==> config.mk <==
export PLATFORM = sky130hd
export DESIGN_NAME = pisr_regs
export DESIGN_NICKNAME = d
export VERILOG_FILES = /design/src/pisr_pkg.sv /design/src/pisr_sync2.sv /design/src/pisr_regs.sv
export SDC_FILE = /design/constraint.sdc
export NUM_CORES = 1
export LEC_CHECK = 0
export BUFFER_PORTS_ARGS = -buffer_cell sky130_fd_sc_hd__buf_4
export CAP_MARGIN = 20
export CORE_UTILIZATION = 60
export DETAILED_ROUTE_END_ITERATION = 6
export HOLD_SLACK_MARGIN = 0.06
export PLACE_DENSITY = 0.88
export SLEW_MARGIN = 0
export SYNTH_ARGS = -nofsm -noshare
export SYNTH_HDL_FRONTEND = slang
export SYNTH_SLANG_ARGS = --single-unit
==> constraint.sdc <==
create_clock -name ref_clk -period 6.5 [get_ports ref_clk]
set_clock_uncertainty 0.1 [all_clocks]
set_input_delay 0.65 -clock ref_clk [delete_from_list [all_inputs] [get_ports ref_clk]]
set_output_delay 0.65 -clock ref_clk [all_outputs]
set_load 0.02 [all_outputs]
==> src/pisr_pkg.sv <==
// Purpose: constants and types for the management event/status registers
// Assumes: 16-bit registers reached by 5-bit register address over MDIO
// Notes:   offsets, register reset values and single-bit field positions live here; status fields are placed in pisr_regs
//
// Behaviour
// - diagnostic done latches interrupt status bit ten
// - sync loss latches bit nine under preamble suppression
// - one full-preamble frame restores management sync
// - event bits eight..one latch high, reset zero
// - pending bit zero when unmasked latched event
// - interrupt pin driven low while pending
// - mask bits ten..one enable matching events
// - mask bit zero gates pin, resets off
// - force-interrupt control bit asserts the pin
// - standby bit follows cleared link-allow control
// - fault field encodes fault, never reports 11b
// - status bit twelve shows negotiation complete
// - status bit eleven shows pair swap
// - bit ten shows inverted polarity at 10M, set while speed undetermined
// - speed field 9:8, undetermined 11b at reset
// - status bit seven shows full duplex
// - status bit six shows link up
// - status bit five shows transmitting
// - status bit four shows receiving
// - status bit three shows collision

package pisr_pkg;

  // register addresses
  localparam logic [4:0]  PISR_REG_BASIC    = 5'h00;
  localparam logic [4:0]  PISR_REG_CTRL     = 5'h17;
  localparam logic [4:0]  PISR_REG_MASK     = 5'h18;
  localparam logic [4:0]  PISR_REG_EVT      = 5'h19;
  localparam logic [4:0]  PISR_REG_STAT     = 5'h1a;

  // field positions
  localparam int          PISR_PRESUP_BIT   = 6;
  localparam int          PISR_LNKEN_BIT    = 13;
  localparam int          PISR_FORCE_BIT    = 0;
  localparam int          PISR_PINEN_BIT    = 0;
  localparam int          PISR_SYNC_BIT     = 9;
  localparam int          PISR_DIAG_BIT     = 10;

  // reset values and writable masks
  localparam logic [15:0] PISR_CTRL_RST     = 16'h3048;
  localparam logic [15:0] PISR_CTRL_WMASK   = 16'h3c7d;
  localparam logic [15:0] PISR_MASK_WMASK   = 16'h07ff;
  localparam logic [15:0] PISR_BASIC_WMASK  = 16'h0040;
  localparam logic [15:0] PISR_ZERO16       = 16'h0000;
  localparam logic [15:0] PISR_STAT_RST     = 16'h0700;

  // frame timing in mdc bits
  localparam logic [5:0]  PISR_PRE_LEN      = 6'h20;
  localparam logic [4:0]  PISR_HDR_LAST     = 5'h0b;
  localparam logic [4:0]  PISR_DATA_LEN     = 5'h10;
  localparam logic [4:0]  PISR_WR_LAST      = 5'h11;

  // encodings
  localparam logic [1:0]  PISR_OP_RD        = 2'h2;
  localparam logic [1:0]  PISR_OP_WR        = 2'h1;
  localparam logic [1:0]  PISR_FLT_RSVD     = 2'h3;
  localparam logic [1:0]  PISR_FLT_NONE     = 2'h0;
  localparam logic [1:0]  PISR_SPD_10       = 2'h0;
  localparam logic [1:0]  PISR_SPD_UNK      = 2'h3;
  localparam logic [4:0]  PISR_PHY_ADDR_DEF = 5'h01;

  typedef enum logic [2:0] {
    PISR_IDLE,
    PISR_START,
    PISR_HDR,
    PISR_RTA,
    PISR_RDAT,
    PISR_WDAT,
    PISR_SKIP
  } pisr_state_t;

endpackage

==> src/pisr_sync2.sv <==
// Purpose: two-stage synchroniser for pin levels
// Assumes: inputs are asynchronous to ref_clk
// Notes:   only the second stage is visible outside
`timescale 1ns/100ps
`default_nettype none

module pisr_sync2 #(
  parameter int W = 1
) (
  input  wire logic         ref_clk,
  input  wire logic         nrst,
  input  wire logic [W-1:0] async_in,
  output logic      [W-1:0] sync_out
);

  logic [W-1:0] meta_q;

  // first stage feeds only the second stage
  always_ff @(posedge ref_clk or negedge nrst)
  begin
    if (!nrst)
    begin
      meta_q   <= '0;
      sync_out <= '0;
    end
    else
    begin
      meta_q   <= async_in;
      sync_out <= meta_q;
    end
  end

endmodule
`default_nettype wire

==> src/pisr_regs.sv <==
// Purpose: MDIO slave holding event latch, mask, control and line status
// Assumes: core status and event inputs are on ref_clk; mdc/mdio are not
// Notes:   mdc is oversampled by ref_clk; data taken on mdc rising edges
`timescale 1ns/100ps
`default_nettype none

module pisr_regs
  import pisr_pkg::*;
#(
  parameter logic [4:0] PHY_ADDR = PISR_PHY_ADDR_DEF
) (
  input  wire logic       ref_clk,
  input  wire logic       nrst,
  input  wire logic       mdc,
  input  wire logic       mdio_in,
  output logic            mdio_out,
  output logic            mdio_oe,
  input  wire logic       diag_done,
  input  wire logic [7:0] core_evt,
  input  wire logic [1:0] an_fault,
  input  wire logic       an_done,
  input  wire logic       pair_swap,
  input  wire logic       pol_inv,
  input  wire logic [1:0] speed,
  input  wire logic       full_duplex,
  input  wire logic       link_up,
  input  wire logic       tx_active,
  input  wire logic       rx_active,
  input  wire logic       collision,
  output logic            mgmt_irq_out_n,
  output logic            link_allow,
  output logic            an_start
);

  logic [1:0]  pin_s;
  logic        mdc_s, mdio_s, mdc_d_q, rise;
  pisr_state_t st_q;
  logic [5:0]  ones_q;
  logic [4:0]  cnt_q;
  logic [11:0] hdr_q, hdr_d;
  logic [4:0]  ra_q;
  logic        presup, pre_full, start_ok, bad_st, hdr_end, op_bad;
  logic        sync_err, rd_hit, wr_hit, skip_hit, rd_evt, wr_now;
  logic        lost_q, pend_q;
  logic [10:1] evt_now, lat_q;
  logic [15:0] sh_q, wdata, basic_q, ctrl_q;
  logic [15:0] mask_q, stat_q, stat_d, rd_word;

  // mdc and mdio pass two flops before use
  pisr_sync2 #(.W(2)) u_sync (
    .ref_clk  (ref_clk),
    .nrst     (nrst),
    .async_in ({mdc, mdio_in}),
    .sync_out (pin_s)
  );

  assign mdc_s  = pin_s[1];
  assign mdio_s = pin_s[0];

  // mdc rising edge finder
  always_ff @(posedge ref_clk or negedge nrst)
  begin
    if (!nrst)
      mdc_d_q <= 1'b0;
    else
      mdc_d_q <= mdc_s;
  end

  assign rise = mdc_s & ~mdc_d_q;

  // frame decode terms
  always_comb
  begin
    presup   = basic_q[PISR_PRESUP_BIT];
    pre_full = (ones_q >= PISR_PRE_LEN);
    hdr_d    = {hdr_q[10:0], mdio_s};
    start_ok = rise && (st_q == PISR_IDLE) && !mdio_s &&
               (pre_full || (presup && !lost_q));
    bad_st   = rise && (st_q == PISR_START) && !mdio_s;
    hdr_end  = rise && (st_q == PISR_HDR) && (cnt_q == PISR_HDR_LAST);
    op_bad   = hdr_end && (hdr_d[11:10] != PISR_OP_RD) &&
               (hdr_d[11:10] != PISR_OP_WR);
    sync_err = presup && (bad_st || op_bad);
    rd_hit   = hdr_end && (hdr_d[11:10] == PISR_OP_RD) &&
               (hdr_d[9:5] == PHY_ADDR);
    wr_hit   = hdr_end && (hdr_d[11:10] == PISR_OP_WR) &&
               (hdr_d[9:5] == PHY_ADDR);
    skip_hit = hdr_end && !op_bad && (hdr_d[9:5] != PHY_ADDR);
    rd_evt   = rd_hit && (hdr_d[4:0] == PISR_REG_EVT);
    wr_now   = rise && (st_q == PISR_WDAT) && (cnt_q == PISR_WR_LAST);
    wdata    = {sh_q[14:0], mdio_s};
  end

  // read data mux; unmapped addresses read zero
  always_comb
  begin
    unique case (hdr_d[4:0])
      PISR_REG_BASIC: rd_word = basic_q;
      PISR_REG_CTRL:  rd_word = ctrl_q;
      PISR_REG_MASK:  rd_word = mask_q;
      PISR_REG_EVT:   rd_word = {5'h00, lat_q, pend_q};
      PISR_REG_STAT:  rd_word = stat_q;
      default:        rd_word = PISR_ZERO16;
    endcase
  end

  // idle-line preamble counter
  always_ff @(posedge ref_clk or negedge nrst)
  begin
    if (!nrst)
      ones_q <= '0;
    else if (rise)
    begin
      if (st_q != PISR_IDLE || !mdio_s)
        ones_q <= '0;
      else if (!pre_full)
        ones_q <= ones_q + 6'h01;
    end
  end

  // management frame state machine and pin drive
  always_ff @(posedge ref_clk or negedge nrst)
  begin
    if (!nrst)
    begin
      st_q     <= PISR_IDLE;
      cnt_q    <= '0;
      hdr_q    <= '0;
      sh_q     <= '0;
      ra_q     <= '0;
      mdio_out <= 1'b0;
      mdio_oe  <= 1'b0;
    end
    else if (rise)
    begin
      unique case (st_q)
        PISR_IDLE:
          if (start_ok)
            st_q <= PISR_START;
        PISR_START:
        begin
          cnt_q <= '0;
          st_q  <= mdio_s ? PISR_HDR : PISR_IDLE;
        end
        PISR_HDR:
        begin
          hdr_q <= hdr_d;
          cnt_q <= cnt_q + 5'h01;
          if (hdr_end)
          begin
            cnt_q <= '0;
            ra_q  <= hdr_d[4:0];
            sh_q  <= rd_word; // value taken before the clear
            if (rd_hit)
              st_q <= PISR_RTA;
            else if (wr_hit)
              st_q <= PISR_WDAT;
            else if (skip_hit)
              st_q <= PISR_SKIP;
            else
              st_q <= PISR_IDLE;
          end
        end
        PISR_RTA:
        begin
          mdio_oe  <= 1'b1; // second turnaround bit driven low
          mdio_out <= 1'b0;
          st_q     <= PISR_RDAT;
        end
        PISR_RDAT:
          if (cnt_q == PISR_DATA_LEN)
          begin
            mdio_oe  <= 1'b0;
            mdio_out <= 1'b0;
            st_q     <= PISR_IDLE;
          end
          else
          begin
            mdio_out <= sh_q[15];
            sh_q     <= {sh_q[14:0], 1'b0};
            cnt_q    <= cnt_q + 5'h01;
          end
        PISR_WDAT:
        begin
          sh_q  <= wdata;
          cnt_q <= cnt_q + 5'h01;
          if (wr_now)
            st_q <= PISR_IDLE;
        end
        PISR_SKIP:
        begin
          cnt_q <= cnt_q + 5'h01;
          if (cnt_q == PISR_WR_LAST)
            st_q <= PISR_IDLE;
        end
      endcase
    end
  end

  // sync-lost state: set by a bad frame under preamble suppression, left by a full preamble
  always_ff @(posedge ref_clk or negedge nrst)
  begin
    if (!nrst)
      lost_q <= 1'b0;
    else if (sync_err)
      lost_q <= 1'b1;
    else if (start_ok && pre_full)
      lost_q <= 1'b0;
  end

  // event sources; bit nine is present while sync is lost
  assign evt_now = {diag_done, lost_q, core_evt};

  // latched-high events; a new event beats the read clear
  always_ff @(posedge ref_clk or negedge nrst)
  begin
    if (!nrst)
      lat_q <= '0;
    else if (rd_evt)
      lat_q <= evt_now;
    else
      lat_q <= lat_q | evt_now;
  end

  // pending flag from unmasked latched events
  always_ff @(posedge ref_clk or negedge nrst)
  begin
    if (!nrst)
      pend_q <= 1'b0;
    else
      pend_q <= |(lat_q & mask_q[10:1]);
  end

  // interrupt pin: pending or forced, gated by pin enable
  always_ff @(posedge ref_clk or negedge nrst)
  begin
    if (!nrst)
      mgmt_irq_out_n <= 1'b1;
    else
      mgmt_irq_out_n <= ~(mask_q[PISR_PINEN_BIT] &
                          (pend_q | ctrl_q[PISR_FORCE_BIT]));
  end

  // writable registers; status registers ignore writes
  always_ff @(posedge ref_clk or negedge nrst)
  begin
    if (!nrst)
    begin
      basic_q <= PISR_ZERO16;
      ctrl_q  <= PISR_CTRL_RST;
      mask_q  <= PISR_ZERO16;
    end
    else if (wr_now)
    begin
      unique case (ra_q)
        PISR_REG_BASIC: basic_q <= wdata & PISR_BASIC_WMASK;
        PISR_REG_CTRL:  ctrl_q  <= wdata & PISR_CTRL_WMASK;
        PISR_REG_MASK:  mask_q  <= wdata & PISR_MASK_WMASK;
        default:        ;
      endcase
    end
  end

  // link-allow out and auto-negotiation start on its rise
  always_ff @(posedge ref_clk or negedge nrst)
  begin
    if (!nrst)
    begin
      link_allow <= 1'b1;
      an_start   <= 1'b0;
    end
    else
    begin
      link_allow <= ctrl_q[PISR_LNKEN_BIT];
      an_start   <= ctrl_q[PISR_LNKEN_BIT] & ~link_allow;
    end
  end

  // line status word assembled from core state
  always_comb
  begin
    stat_d     = PISR_ZERO16;
    stat_d[15] = ~ctrl_q[PISR_LNKEN_BIT];
    stat_d[14:13] = (an_fault == PISR_FLT_RSVD) ? PISR_FLT_NONE
                                                : an_fault;
    stat_d[12] = an_done;
    stat_d[11] = pair_swap;
    if (speed == PISR_SPD_UNK)
      stat_d[10] = 1'b1;
    else
      stat_d[10] = (speed == PISR_SPD_10) & pol_inv;
    stat_d[9:8] = speed;
    stat_d[7]  = full_duplex;
    stat_d[6]  = link_up;
    stat_d[5]  = tx_active;
    stat_d[4]  = rx_active;
    stat_d[3]  = collision;
  end

  // status snapshot register
  always_ff @(posedge ref_clk or negedge nrst)
  begin
    if (!nrst)
      stat_q <= PISR_STAT_RST;
    else
      stat_q <= stat_d;
  end
endmodule
`default_nettype wire

==> flow_summary.ini <==
[outcome]
status = finished clean

[clocking]
post_cts_resized = 0
clk_pin_slew_ns = 0.11
cts_hold_buf = 0
cts_setup_buffers = 0
clock_latency_ns = 0.37
cts_num_sinks = 103
cts_tree = built
cts-buffers-inserted = 9
clockRootBuffer = clkbuf_8
clk_path_buf_depth = 2
htree_levels = 3

[placed_design]
place_congestion = 0.838
dpl_worst_slack_ns = 3.74
dp.cells = 524
place.port_buffers = 29
hpwl_mm = 6.54
place_area_mm2 = 0.00498

[floorplanning]
core_area_mm2 = 0.00741
start_util_pct = 63.3
die-width_um = 90.4
top_level_ports = 30
num_rows = 31
die_h_um = 90.4
dieArea_mm2 = 0.00817

[synthesis]
synth_top_area_share_pct = 50.2
synth.avg_cell_area_um2 = 11.4
syn_inst = 412
yosys.area.top_type = dfrtp_1
synth_cell_types = 51
synth_ff_type = dfrtp_1
synth-edff-count = 0
synth_fp_nets = 442
syn-cell-area_mm2 = 0.00469
synth_seq_area_share_pct = 55.2
ys_ff_latch = 103
synthArstFlopShare_pct = 100
yosys_warnings = 0
ys_top_cells_by_area = dfrtp_1 (50%), mux2_2 (8.9%), dfstp_2 (5.0%), o21ai_0 (3.4%), mux2i_1 (3.2%)

[global_routing]
grt_max_degree = 67
antenna_found_initial = 0
track_usage_pct = 25.5
grt_pass1_wl_mm = 16.3
grt_pass1_vias = 3359
grt_remaining_overflow = 0

[timing]
slew_headroom_pct = 36.4
hold_viol = 0
finalSetupViolCount = 0
setup_ws_ns = 3.80
finalCritPeriodShare_pct = 41.5
fin_crit_ns = 2.70
worst_slew_pin_slew_ns = 0.941
fmax_mhz = 371
rsz0062_at_grt = false
tns_ns = 0
drv_slew = 0

[detailed_routing]
vias = 3377
met1_length_mm = 3.92
drc = 0
drt_pass1_iterations = 7
drt_wl_total_mm = 9.50
routed.top_layer = met4
initialDrtViolationCount = 306
dr_wl_met3_um = 524
antenna_left = 0
wl_met2_mm = 4.79
wl_per_cell_um = 17.6
via_per_inst = 6.24

[final_layout]
multiInputGateArea_mm2 = 0.00195
seq_area_mm2 = 0.00259
syn_to_final_growth_pct = 10.6
finalNetCount = 467
layout_commonest_cell = dfrtp_1
final_area_mm2 = 0.00519
instances_no_fill = 541
final_cell_mix = dfrtp_1 (94), mux2_2 (37), buf_4 (34)
drive_above_1_share_pct = 24.4
fill_cells = 518
n_antenna_cell = 0

[power_and_ir_drop]
p_sw_w = 0.000265
swShare_pct = 24.5
ir_drop_mv = 0.187
clockPowerShare_pct = 35.4
seqPwrFrac_pct = 60.5
power.internal_w = 0.000818
p_leak_nw = 2.31
p_comb_share_pct = 4.1
p_per_area_mw_per_mm2 = 209

[setup_path]
endpoint = ctrl_q[0]
start_kind = flip-flop
worstPathArrival_ns = 2.85
r2r_slack_ns = 3.80
timing.rr.start = st_q[2]
r2r.worst_path.cells = 4
reg2reg_to = ctrl_q[0]
crit_required_ns = 6.66
crit_path_max_fanout = 16
crit_type = reg2reg
crit_path_start = st_q[2]
cp-end-kind = flip-flop

[min_path]
hp-class = in2async

[flow_run]
maxCapViolations = 0
sequential cells by signal, summed over array words and instances, names as in the netlist, 2 cells and up:
signal	cells
u_sync.meta_q	2
ra_q	5
stat_q	13
hdr_q	11
lat_q	10
sh_q	16
ctrl_q	10
mask_q	11
st_q	3
u_sync.sync_out	2
ones_q	6
cnt_q	5
cell families after synthesis:
kind of cell,Yosys count,share of synthesized area (%)
compound gates,107,15.3
fa+ha+maj,5,1.33
buf+inv,38,3.42
flops,103,55.2
mux,52,12.1
simple gates,107,12.6
critical path, stage by stage (launching register included):
cell and delay [ns]:
dfrtp_1 0.62, nand2b_1 0.41, or3_4 0.51, nor3_4 0.53
mux2_2 0.41
worst min path at each step:
stage / end / startpoint / slack, ns
2_1_floorplan: u_sync.sync_out[0] / u_sync.meta_q[0] / 0.23
3_3_place_gp: u_sync.sync_out[1] / u_sync.meta_q[1] / 0.24
3_5_place_dp: u_sync.sync_out[0] / u_sync.meta_q[0] / 0.24
4_1_cts: cnt_q[3] / nrst / 0.13
5_1_grt: cnt_q[4] / nrst / 0.14
6_report: cnt_q[3] / nrst / 0.12
through the flow:
| step | power (W) | hold slack (ns) | utilization, % |
|---|---|---|---|
| floorplan | 0.000683 | 0.231 | - |
| global placement | 0.000710 | 0.237 | 67.1 |
| detailed placement | 0.000712 | 0.237 | 67.2 |
| CTS | 0.00109 | 0.135 | 69.8 |
| global route | 0.00112 | 0.139 | 70.0 |
| finish | 0.00108 | 0.120 | 70.0 |
power by group through the flow:
stage	logic (W)	registers (W)	clock network (W)
5_1_grt	0.0000505	0.000656	0.000419
3_3_place_gp	0.0000431	0.000667	0
6_report	0.0000443	0.000655	0.000384
4_1_cts	0.0000452	0.000655	0.000391
3_5_place_dp	0.0000449	0.000667	0
2_1_floorplan	0.0000174	0.000666	0
Yosys cell counts (4+ instances only):
cell type  instances
a221oi_1           5
dfrtp_1           94
o211ai_1           4
a31oi_1            6
or2_2              4
clkbuf_1          11
dfstp_2            9
nor2_1            24
nor4_1             4
mux2_2            37
a221o_1            4
nand3_1           13
inv_1             17
a22oi_1            7
mux2i_1           15
a21oi_1           14
a211oi_1           4
nand2b_1           4
a22o_1             7
nand2_1           24
a21o_1            11
ha_1               5
nor2b_1           10
o21ai_0           32
buf_2              8
metal layers:
layer / vias to the layer above / global-route usage [%]
met5: - / 0
met4: 0 / 10.2
met3: 30 / 7.49
met2: 112 / 41.2
met1: 1692 / 32.5
li1: 1543 / -
area by class of cell:
type / instances / area share (%)
repair buffers: 35 / 5.21
inverters: 17 / 1.23
well taps: 99 / 2.39
flip-flops and latches: 103 / 49.9
multi-input cells: 271 / 37.6
clock buffers: 10 / 2.46
clock inverters: 6 / 1.21
Note: power is estimated with default switching activity, not from simulation.
